**src/common/chac_pkg.sv**
```systemverilog
package chac_pkg;
    // ==========================================================
    // Card register byte addresses in attribute space.
    localparam logic [10:0] CHAC_OPTION_ADDR = 11'h200;
    localparam logic [10:0] CHAC_STATUS_ADDR = 11'h202;
    localparam logic [10:0] CHAC_PINREP_ADDR = 11'h204;
    localparam logic [10:0] CHAC_SOCKET_ADDR = 11'h206;
    // ==========================================================
    // Field positions.
    localparam int CHAC_OPT_SOFT_RESET_BIT = 7;
    localparam int CHAC_OPT_LEVEL_IRQ_BIT = 6;
    localparam int CHAC_STS_CHANGED_BIT = 7;
    localparam int CHAC_STS_PIN_ENABLE_BIT = 6;
    localparam int CHAC_STS_HOST_8BIT_BIT = 5;
    localparam int CHAC_STS_POWER_DOWN_BIT = 2;
    localparam int CHAC_STS_IRQ_PENDING_BIT = 1;
    localparam int CHAC_PIN_READY_CHANGE_BIT = 5;
    localparam int CHAC_PIN_READY_STATE_BIT = 1;
    localparam int CHAC_SOCK_COPY_NUMBER_BIT = 4;
    localparam logic [7:0] CHAC_REG_RESET = 8'h00;
    // ==========================================================
    // Configuration index values.
    localparam logic [5:0] CHAC_IDX_MEMORY = 6'h00;
    localparam logic [5:0] CHAC_IDX_CONTIG_IO = 6'h01;
    localparam logic [5:0] CHAC_IDX_PRIMARY_IO = 6'h02;
    localparam logic [5:0] CHAC_IDX_SECONDARY_IO = 6'h03;
    // ==========================================================
    // True IDE task file addresses.
    localparam logic [2:0] CHAC_IDE_DATA_ADDR = 3'h0;
    localparam logic [2:0] CHAC_IDE_ALT_STATUS_ADDR = 3'h6;
    // ==========================================================
    // Host command register map.
    localparam logic [3:0] CHAC_CMD_ADDR = 4'h0;
    localparam logic [3:0] CHAC_CMD_WDATA = 4'h1;
    localparam logic [3:0] CHAC_CMD_CTRL = 4'h2;
    localparam logic [3:0] CHAC_CMD_RDATA = 4'h3;
    localparam logic [3:0] CHAC_CMD_STATUS = 4'h4;
    // Access kinds held in the control register.
    typedef enum logic [2:0] {
        CHAC_KIND_ATTR,
        CHAC_KIND_IO,
        CHAC_KIND_MEM,
        CHAC_KIND_IDE_CMD,
        CHAC_KIND_IDE_CTL
    } chac_kind_t;
    // Lane forms.
    localparam logic [1:0] CHAC_FORM_BYTE = 2'h0;
    localparam logic [1:0] CHAC_FORM_WORD = 2'h1;
    localparam logic [1:0] CHAC_FORM_ODD = 2'h2;
    // ==========================================================
    // Timing in ns and cycles at 4 ns.
    localparam int CHAC_CLK_NS = 4;
    localparam int CHAC_SETUP_NS = 30;
    localparam int CHAC_STROBE_NS = 300;
    localparam int CHAC_HOLD_NS = 30;
    localparam int CHAC_SETUP_CYC = (CHAC_SETUP_NS + CHAC_CLK_NS - 1) / CHAC_CLK_NS;
    localparam int CHAC_STROBE_CYC = (CHAC_STROBE_NS + CHAC_CLK_NS - 1) / CHAC_CLK_NS;
    localparam int CHAC_HOLD_CYC = (CHAC_HOLD_NS + CHAC_CLK_NS - 1) / CHAC_CLK_NS;
endpackage : chac_pkg

```
**src/hdl/chac_lanes.sv**
```systemverilog
`timescale 1ns/1ps
module chac_lanes
(
    // Access shape
    input wire chac_pkg::chac_kind_t kind_i,
    input wire logic [1:0] form_i,
    input wire logic a0_i,
    input wire logic is_write_i,
    input wire logic [15:0] wdata_i,
    // Lane plan
    output logic [15:0] lanes_o,
    output logic [1:0] lane_oe_o,
    output logic ce1_n_o,
    output logic ce2_n_o
);
    import chac_pkg::*;
    always_comb
    begin
        lanes_o = 16'h0000;
        lane_oe_o = 2'b00;
        ce1_n_o = 1'b1;
        ce2_n_o = 1'b1;
        case (form_i)
            CHAC_FORM_WORD:
            begin
                ce1_n_o = 1'b0;
                ce2_n_o = 1'b0;
                lanes_o = wdata_i;
                lane_oe_o = (kind_i == CHAC_KIND_ATTR) ? 2'b01 : 2'b11;
            end
            CHAC_FORM_ODD:
            begin
                ce2_n_o = 1'b0;
                lanes_o = {wdata_i[7:0], 8'h00};
                lane_oe_o = (kind_i == CHAC_KIND_ATTR) ? 2'b00 : 2'b10;
            end
            default:
            begin
                ce1_n_o = 1'b0;
                lanes_o = {8'h00, wdata_i[7:0]};
                // An attribute byte at an odd address is ignored, so it is not driven.
                lane_oe_o = (kind_i == CHAC_KIND_ATTR && a0_i) ? 2'b00 : 2'b01;
            end
        endcase
        if (!is_write_i)
        begin
            lane_oe_o = 2'b00;
        end
    end
endmodule : chac_lanes

```
**src/hdl/chac_host.sv**
```systemverilog
// Local design decision: the plain strobed port.
`timescale 1ns/1ps
// How it works
// - Attribute cycles hold the register select low, byte/word/odd forms.
// - Memory task file cycles keep register select high, I/O strobes idle.
// - IDE straps hold the output enable grounded from the second clock after reset release.
// - Card hard reset follows command status bit 0; the host restarts no sequence after it.
// - Host never sets status bit 5 (low lanes only); I/O and memory word writes drive both lanes, IDE writes both only at the data register.
// - Copy number written to socket register before option register.
module chac_host
(
    // Clock and reset
    input wire logic clk_i,
    input wire logic resetn_i,
    // Command port
    input wire logic [3:0] cmd_addr_i,
    input wire logic [31:0] cmd_wdata_i,
    input wire logic cmd_wr_i,
    input wire logic cmd_rd_i,
    output logic [31:0] cmd_rdata_o,
    // Card pins
    output logic [10:0] card_addr_o,
    output logic card_reg_n_o,
    output logic card_ce1_n_o,
    output logic card_ce2_n_o,
    output logic card_oe_n_o,
    output logic card_we_n_o,
    output logic card_iord_n_o,
    output logic card_iowr_n_o,
    output logic card_cs0_n_o,
    output logic card_cs1_n_o,
    output logic card_reset_o,
    input wire logic [15:0] card_data_i,
    output logic [15:0] card_data_o,
    output logic [1:0] card_data_oe_o,
    input wire logic card_ready_i,
    // Straps
    input wire logic ide_mode_i
);
    import chac_pkg::*;
    // ==========================================================
    // Command registers.
    typedef enum logic [1:0] {CHAC_IDLE, CHAC_SETUP, CHAC_STROBE, CHAC_HOLD} chac_state_t;
    chac_state_t state;
    logic [10:0] acc_addr;
    logic [15:0] acc_wdata;
    logic [15:0] acc_rdata;
    chac_kind_t acc_kind;
    logic [1:0] acc_form;
    logic acc_write;
    logic ide_latched;
    logic strap_taken;
    logic card_reset_req;
    logic [7:0] cnt;
    logic done_flag;
    logic [15:0] lanes;
    logic [1:0] lane_oe;
    logic ce1_n;
    logic ce2_n;
    logic start;
    logic active;
    assign start = cmd_wr_i && cmd_addr_i == CHAC_CMD_CTRL && state == CHAC_IDLE;
    assign active = state == CHAC_STROBE;
    always_ff @(posedge clk_i or negedge resetn_i)
    begin
        if (!resetn_i)
        begin
            acc_addr <= 11'h000;
            acc_wdata <= 16'h0000;
            acc_kind <= CHAC_KIND_ATTR;
            acc_form <= CHAC_FORM_BYTE;
            acc_write <= 1'b0;
            card_reset_req <= 1'b0;
        end
        else if (cmd_wr_i)
        begin
            if (cmd_addr_i == CHAC_CMD_ADDR)
            begin
                acc_addr <= cmd_wdata_i[10:0];
            end
            if (cmd_addr_i == CHAC_CMD_WDATA)
            begin
                acc_wdata <= cmd_wdata_i[15:0];
            end
            if (start)
            begin
                acc_kind <= chac_kind_t'(cmd_wdata_i[2:0]);
                acc_form <= cmd_wdata_i[5:4];
                acc_write <= cmd_wdata_i[8];
            end
            if (cmd_addr_i == CHAC_CMD_STATUS)
            begin
                card_reset_req <= cmd_wdata_i[0];
            end
        end
    end
    // ==========================================================
    // Mode strap caught after reset release.
    always_ff @(posedge clk_i or negedge resetn_i)
    begin
        if (!resetn_i)
        begin
            ide_latched <= 1'b0;
            strap_taken <= 1'b0;
        end
        else if (!strap_taken)
        begin
            ide_latched <= ide_mode_i;
            strap_taken <= 1'b1;
        end
    end
    // ==========================================================
    // Access sequencer.
    always_ff @(posedge clk_i or negedge resetn_i)
    begin
        if (!resetn_i)
        begin
            state <= CHAC_IDLE;
            cnt <= 8'h00;
        end
        else
        begin
            case (state)
                CHAC_IDLE:
                begin
                    if (start)
                    begin
                        state <= CHAC_SETUP;
                        cnt <= 8'(CHAC_SETUP_CYC);
                    end
                end
                CHAC_SETUP:
                begin
                    cnt <= cnt - 8'h01;
                    if (cnt == 8'h01)
                    begin
                        state <= CHAC_STROBE;
                        cnt <= 8'(CHAC_STROBE_CYC);
                    end
                end
                CHAC_STROBE:
                begin
                    cnt <= cnt - 8'h01;
                    if (cnt == 8'h01)
                    begin
                        state <= CHAC_HOLD;
                        cnt <= 8'(CHAC_HOLD_CYC);
                    end
                end
                CHAC_HOLD:
                begin
                    cnt <= cnt - 8'h01;
                    if (cnt == 8'h01)
                    begin
                        state <= CHAC_IDLE;
                    end
                end
                default:
                begin
                    state <= CHAC_IDLE;
                end
            endcase
        end
    end
    // Read data captured at the end of the strobe, lanes steered.
    always_ff @(posedge clk_i or negedge resetn_i)
    begin
        if (!resetn_i)
        begin
            acc_rdata <= 16'h0000;
        end
        else if (active && cnt == 8'h01 && !acc_write)
        begin
            if (acc_kind == CHAC_KIND_ATTR)
            begin
                acc_rdata <= {8'h00, card_data_i[7:0]};
            end
            else if (acc_form == CHAC_FORM_ODD)
            begin
                acc_rdata <= {8'h00, card_data_i[15:8]};
            end
            else if (acc_form == CHAC_FORM_BYTE || acc_kind == CHAC_KIND_IDE_CTL)
            begin
                acc_rdata <= {8'h00, card_data_i[7:0]};
            end
            else
            begin
                acc_rdata <= card_data_i;
            end
        end
    end
    // Set wins over the clear from a new start.
    always_ff @(posedge clk_i or negedge resetn_i)
    begin
        if (!resetn_i)
        begin
            done_flag <= 1'b0;
        end
        else if (state == CHAC_HOLD && cnt == 8'h01)
        begin
            done_flag <= 1'b1;
        end
        else if (start)
        begin
            done_flag <= 1'b0;
        end
    end
    chac_lanes i_chac_lanes
    (
        .kind_i(acc_kind),
        .form_i(acc_form),
        .a0_i(acc_addr[0]),
        .is_write_i(acc_write),
        .wdata_i(acc_wdata),
        .lanes_o(lanes),
        .lane_oe_o(lane_oe),
        .ce1_n_o(ce1_n),
        .ce2_n_o(ce2_n)
    );
    // ==========================================================
    // Pin drive, registered.
    always_ff @(posedge clk_i or negedge resetn_i)
    begin
        if (!resetn_i)
        begin
            card_addr_o <= 11'h000;
            card_reg_n_o <= 1'b1;
            card_ce1_n_o <= 1'b1;
            card_ce2_n_o <= 1'b1;
            card_oe_n_o <= 1'b1;
            card_we_n_o <= 1'b1;
            card_iord_n_o <= 1'b1;
            card_iowr_n_o <= 1'b1;
            card_cs0_n_o <= 1'b1;
            card_cs1_n_o <= 1'b1;
            card_reset_o <= 1'b0;
            card_data_o <= 16'h0000;
            card_data_oe_o <= 2'b00;
        end
        else
        begin
            card_reset_o <= card_reset_req;
            card_oe_n_o <= 1'b1;
            card_we_n_o <= 1'b1;
            card_iord_n_o <= 1'b1;
            card_iowr_n_o <= 1'b1;
            if (ide_latched)
            begin
                card_oe_n_o <= 1'b0;
                card_reg_n_o <= 1'b1;
                card_ce1_n_o <= 1'b1;
                card_ce2_n_o <= 1'b1;
                card_addr_o <= {8'h00, acc_addr[2:0]};
                card_cs0_n_o <= !(state != CHAC_IDLE && acc_kind == CHAC_KIND_IDE_CMD);
                card_cs1_n_o <= !(state != CHAC_IDLE && acc_kind == CHAC_KIND_IDE_CTL);
                card_iord_n_o <= !(active && !acc_write);
                card_iowr_n_o <= !(active && acc_write);
                card_data_oe_o <= (state != CHAC_IDLE && acc_write)
                    ? ((acc_kind == CHAC_KIND_IDE_CMD && acc_addr[2:0] == CHAC_IDE_DATA_ADDR)
                       ? 2'b11 : 2'b01) : 2'b00;
                card_data_o <= acc_wdata;
            end
            else
            begin
                card_cs0_n_o <= 1'b1;
                card_cs1_n_o <= 1'b1;
                card_addr_o <= acc_addr;
                card_reg_n_o <= !(state != CHAC_IDLE && acc_kind != CHAC_KIND_MEM);
                card_ce1_n_o <= (state == CHAC_IDLE) ? 1'b1 : ce1_n;
                card_ce2_n_o <= (state == CHAC_IDLE) ? 1'b1 : ce2_n;
                if (acc_kind == CHAC_KIND_IO)
                begin
                    card_iord_n_o <= !(active && !acc_write);
                    card_iowr_n_o <= !(active && acc_write);
                end
                else
                begin
                    card_oe_n_o <= !(active && !acc_write);
                    card_we_n_o <= !(active && acc_write);
                end
                card_data_o <= lanes;
                card_data_oe_o <= (state == CHAC_IDLE) ? 2'b00 : lane_oe;
            end
        end
    end
    // ==========================================================
    // Command read port; card_ready_i is reported in bit 3, for the sequencing of option bit 7.
    always_ff @(posedge clk_i or negedge resetn_i)
    begin
        if (!resetn_i)
        begin
            cmd_rdata_o <= 32'h00000000;
        end
        else if (cmd_rd_i)
        begin
            case (cmd_addr_i)
                CHAC_CMD_ADDR: cmd_rdata_o <= {21'h000000, acc_addr};
                CHAC_CMD_WDATA: cmd_rdata_o <= {16'h0000, acc_wdata};
                CHAC_CMD_RDATA: cmd_rdata_o <= {16'h0000, acc_rdata};
                CHAC_CMD_STATUS: cmd_rdata_o <= {27'h0000000, ide_latched, card_ready_i,
                    done_flag, state != CHAC_IDLE, card_reset_req};
                default: cmd_rdata_o <= 32'h00000000;
            endcase
        end
        else
        begin
            cmd_rdata_o <= 32'h00000000;
        end
    end
    // ==========================================================
    // Checks.
    strobe_len_a: assert property (@(posedge clk_i) disable iff (!resetn_i)
        $fell(card_we_n_o) |-> !card_we_n_o [*8])
        else $error("write strobe too short");
    ide_regsel_a: assert property (@(posedge clk_i) disable iff (!resetn_i)
        ide_latched |-> card_we_n_o && card_reg_n_o)
        else $error("ide cycle used attribute strobes");
    ide_cs_a: assert property (@(posedge clk_i) disable iff (!resetn_i)
        !(card_cs0_n_o == 1'b0 && card_cs1_n_o == 1'b0))
        else $error("both chip selects low");
    mem_regsel_a: assert property (@(posedge clk_i) disable iff (!resetn_i)
        !card_oe_n_o && !ide_latched && acc_kind == CHAC_KIND_MEM |-> card_reg_n_o
        && card_iord_n_o)
        else $error("memory cycle with register select low");
    attr_lane_a: assert property (@(posedge clk_i) disable iff (!resetn_i)
        !card_we_n_o && !card_reg_n_o |-> !card_data_oe_o[1])
        else $error("attribute write drove upper lanes");
    io_regsel_a: assert property (@(posedge clk_i) disable iff (!resetn_i)
        !card_iowr_n_o && !ide_latched |-> !card_reg_n_o)
        else $error("io write with register select high");
    done_set_a: assert property (@(posedge clk_i) disable iff (!resetn_i)
        state == CHAC_HOLD && cnt == 8'h01 |=> done_flag && state == CHAC_IDLE)
        else $error("done not raised");
    io_read_a: assert property (@(posedge clk_i) disable iff (!resetn_i)
        !card_iord_n_o |-> card_data_oe_o == 2'b00)
        else $error("host drove lanes during read");
endmodule : chac_host

```
**config.mk**
```make
export PLATFORM = sky130hd
export DESIGN_NAME = chac_host
export DESIGN_NICKNAME = d
export VERILOG_FILES = /design/src/common/chac_pkg.sv /design/src/hdl/chac_lanes.sv /design/src/hdl/chac_host.sv
export SDC_FILE = /design/constraint.sdc
export NUM_CORES = 1
export LEC_CHECK = 0
export BUFFER_PORTS_ARGS = -buffer_cell sky130_fd_sc_hd__buf_2
export CAP_MARGIN = 10
export CORE_UTILIZATION = 50
export CTS_CLUSTER_SIZE = 14
export DETAILED_ROUTE_END_ITERATION = 6
export PLACE_DENSITY = 0.76
export SLEW_MARGIN = 20
export SYNTH_ARGS = -nofsm -noshare
export SYNTH_HDL_FRONTEND = slang
export SYNTH_SLANG_ARGS = --single-unit
```
**constraint.sdc**
```tcl
create_clock -name clk_i -period 3.5 [get_ports clk_i]
set_clock_uncertainty 0.2 [all_clocks]
set_input_delay 0.7 -clock clk_i [delete_from_list [all_inputs] [get_ports clk_i]]
set_output_delay 0.7 -clock clk_i [all_outputs]
set_load 0.03 [all_outputs]
```
==> flow_summary.rst <==
.. list-table::
   :header-rows: 1

   * - Metric
     - Value
   * - Status
     - finished, final reports clean
   * - Die extent in x
     - 102 µm
   * - Antenna violation net count after detailed routing
     - 0
   * - Area added between synthesis and finish
     - 23.5%
   * - Critical path data arrival time
     - 2.42 ns
   * - Reg2reg end
     - cnt[5]
   * - Async set-or-reset flop fraction in the synthesized netlist
     - 1.00
   * - Antenna fix cells
     - 0
   * - Data required time of the worst path
     - 3.73 ns
   * - Mux share of post-synthesis cell area
     - 0.101
   * - Register Area
     - 2960 µm²
   * - Clock transition at the registers of the reported paths
     - 0.06 ns
   * - Dpl hpwl
     - 7800 µm
   * - Die boundary height
     - 102 µm
   * - Sum of routed wire length over all layers
     - 11,300 µm
   * - Share of the clock period used by the worst path after layout
     - 0.628
   * - Critical-path maximum fanout
     - 8
   * - Xor-xnor portion of the synthesized cell area
     - 0
   * - Final setup TNS
     - 0 ns
   * - Post-layout min period
     - 2.20 ns
   * - Most used flip-flop cell after synthesis
     - sky130_fd_sc_hd__dfrtp_1
   * - Max Cap Viol
     - 0
   * - Clock Root Buffer
     - sky130_fd_sc_hd__clkbuf_8
   * - Hold_buf cts
     - 0
   * - Cell leakage power
     - 0.00302 µW
   * - Total clock sinks
     - 118
   * - Number of top-level pins
     - 129
   * - Ys Warns
     - 0
   * - Top cells by area in the synthesized netlist
     - sky130_fd_sc_hd__dfrtp_1, sky130_fd_sc_hd__mux2_2, sky130_fd_sc_hd__dfstp_2
   * - Count of final max-slew check failures
     - 0
   * - Routed length per instance
     - 17.1 µm
   * - Maximum clock frequency
     - 0.455 GHz
   * - Overflow after GRT
     - 0
   * - Worst vdd ir
     - 0.306 mV
   * - Number of port buffers
     - 96
   * - Iteration-0 DRC Markers
     - 276
   * - Combined global-route utilization of all metal layers
     - 0.229
   * - Sequential cell area fraction in the yosys report
     - 0.593
   * - Number of synthesized flops with an enable pin
     - 0
   * - List of most frequent post-synthesis cells
     - sky130_fd_sc_hd__dfrtp_1, sky130_fd_sc_hd__nand2_1, sky130_fd_sc_hd__mux2_2
   * - Setup Fix Bufs, Post-CTS
     - 0
   * - Unrepaired setup endpoints after global routing
     - false
   * - Clock tree from TritonCTS
     - yes
   * - Fillcell total
     - 776
   * - Initial antenna violation count
     - 0
   * - Area fraction in compound gates after synthesis
     - 0.122
   * - Initial DRT Pass Iterations
     - 6
   * - Average via count per standard cell
     - 5.50
   * - R2R setup slack
     - 1.30 ns
   * - Kind of path behind the tightest hold check
     - in -> async
   * - Floorplan row count
     - 36
   * - Cell type with the largest total area after synthesis
     - sky130_fd_sc_hd__dfrtp_1
   * - Clk Latency, worst-skew pair
     - 0.51 ns
   * - Syn_area_per_cell
     - 12.2 µm²
   * - Global-route wire length before repair
     - 17,500 µm
   * - CP endpoint kind
     - flip-flop
   * - Slew HR
     - 0.312
   * - Startpoint type of the worst setup path
     - flip-flop
   * - Maximum clock insertion buffer count
     - 2
   * - Setup Viol. Count Final
     - 0
   * - Remaining routing DRC violations
     - 0
   * - Maximum number of pins on one net before global-route repair
     - 65
   * - Pwr/cell area
     - 850 nW/µm²
   * - Final weighted congestion of routability-driven global placement
     - 0.865
   * - H-tree level count
     - 4
   * - Effective utilization at floorplan
     - 0.514
   * - Die area
     - 10,400 µm²
   * - Post-cts resize count
     - 0
   * - Share of cells above drive strength 1
     - 0.354
   * - Multi-input gate area
     - 1870 µm²
   * - Post-synth top area share
     - 0.546
   * - TritonCTS buffer count
     - 17
   * - Gate count of the mapped netlist
     - 410
   * - Path type of the worst setup path
     - reg -> reg
   * - Vias in the first global route
     - 3,432
   * - Unique cell type count in the Yosys netlist
     - 45
   * - Total number of vias
     - 3,637
   * - Hold slack
     - 0.0281 ns
   * - Worst-case reg-to-reg path depth
     - 6
   * - Critical path origin
     - state[0]
   * - Area of the placeable core
     - 9730 µm²
   * - Number of synthesized register bits
     - 118
   * - Synth Cell Area
     - 5000 µm²
   * - Simple-gate area share of the yosys netlist
     - 0.114
   * - Fraction of the mapped netlist area in adder cells
     - 0.0225
   * - Dominant combinational cell family by area after synthesis
     - compound AO/OA/AOI/OAI gates
   * - Hold Violations, Final
     - 0
   * - Most numerous cell in the Yosys netlist
     - sky130_fd_sc_hd__dfrtp_1
   * - Crit Reg-Reg Startpoint
     - state[0]
   * - Slew at the pin with the worst max-slew slack
     - 1.03 ns
   * - Count of nets after finishing
     - 582
-- metal layers --
metal,up-vias,GRT usage,share of wire
met1,1792,0.316,0.44
met5,-,0,0
met4,0,0.0879,0.020
met3,19,0.0636,0.074
met2,175,0.347,0.47
li1,1651,-,-
-- worst max path at each step --
stage | end | cells after the start
finish | cnt[5] | 6
CTS | card_data_o[0] | 4
global placement | state[1] | 5
global route | cnt[5] | 6
detailed placement | acc_addr[6] | 5
floorplan | state[1] | 4
-- power by group --
part	internal [µW]	switching [µW]
logic	602	933
clock network	1080	594
registers	1750	296
total	3430	1820
-- cells in the final DEF, fill, tap and decap left out, types with 11 or more instances in the layout --
| cell | instances |
|---|---|
| sky130_fd_sc_hd__dfrtp_1 | 109 |
| sky130_fd_sc_hd__nand2_1 | 41 |
| sky130_fd_sc_hd__conb_1 | 17 |
| sky130_fd_sc_hd__nor2b_1 | 19 |
| sky130_fd_sc_hd__mux2_2 | 36 |
| sky130_fd_sc_hd__o21ai_0 | 18 |
| sky130_fd_sc_hd__a222oi_1 | 11 |
| sky130_fd_sc_hd__buf_2 | 95 |
| sky130_fd_sc_hd__nor2_1 | 18 |
| sky130_fd_sc_hd__clkbuf_16 | 16 |
| sky130_fd_sc_hd__a21oi_1 | 11 |
| sky130_fd_sc_hd__a22o_1 | 19 |
-- cell type report --
class,count,share of cell area
multi-input cells,265,0.303
clock inverters,14,0.0257
repair buffers,105,0.0912
flip-flops and latches,118,0.480
inverters,8,0.00486
well taps,133,0.0270
clock buffers,18,0.0677
-- critical path: stages (launching register included) --
cell and delay (ns):
sky130_fd_sc_hd__dfrtp_1 0.41, sky130_fd_sc_hd__inv_1 0.10, sky130_fd_sc_hd__ha_1 0.29, sky130_fd_sc_hd__nor3_1 0.15, sky130_fd_sc_hd__a311oi_2 0.56, sky130_fd_sc_hd__o21ai_0 0.19, sky130_fd_sc_hd__a31oi_1 0.22
-- per-stage QoR --
step,total power [µW],cells,worst slack [ns],utilization,instance area (µm²)
after floorplan,3110,425,1.35,-,5050
after global placement,3500,629,1.04,0.575,5600
after CTS,5260,661,1.32,0.635,6170
final,5250,661,1.30,0.635,6170
after global routing,5520,661,1.12,0.635,6170
after detailed placement,3570,629,0.918,0.575,5600
-- flip-flops by register name, indices dropped and copies added (netlist names), 3 cells and up --
signal       count
acc_rdata       16
acc_kind         3
cmd_rdata_o     16
card_data_o     16
acc_wdata       16
card_addr_o     11
acc_addr        11
cnt              8
-- logic make-up after synthesis --
| group | count (synthesis) |
|---|---|
| other | 2 |
| flip-flops | 118 |
| adder cells (fa/ha/maj) | 9 |
| buffers and inverters | 42 |
| AND/OR/NAND/NOR | 110 |
| AO/OA/AOI/OAI | 83 |
| multiplexers | 46 |
Note: power is estimated with default switching activity, not from simulation.
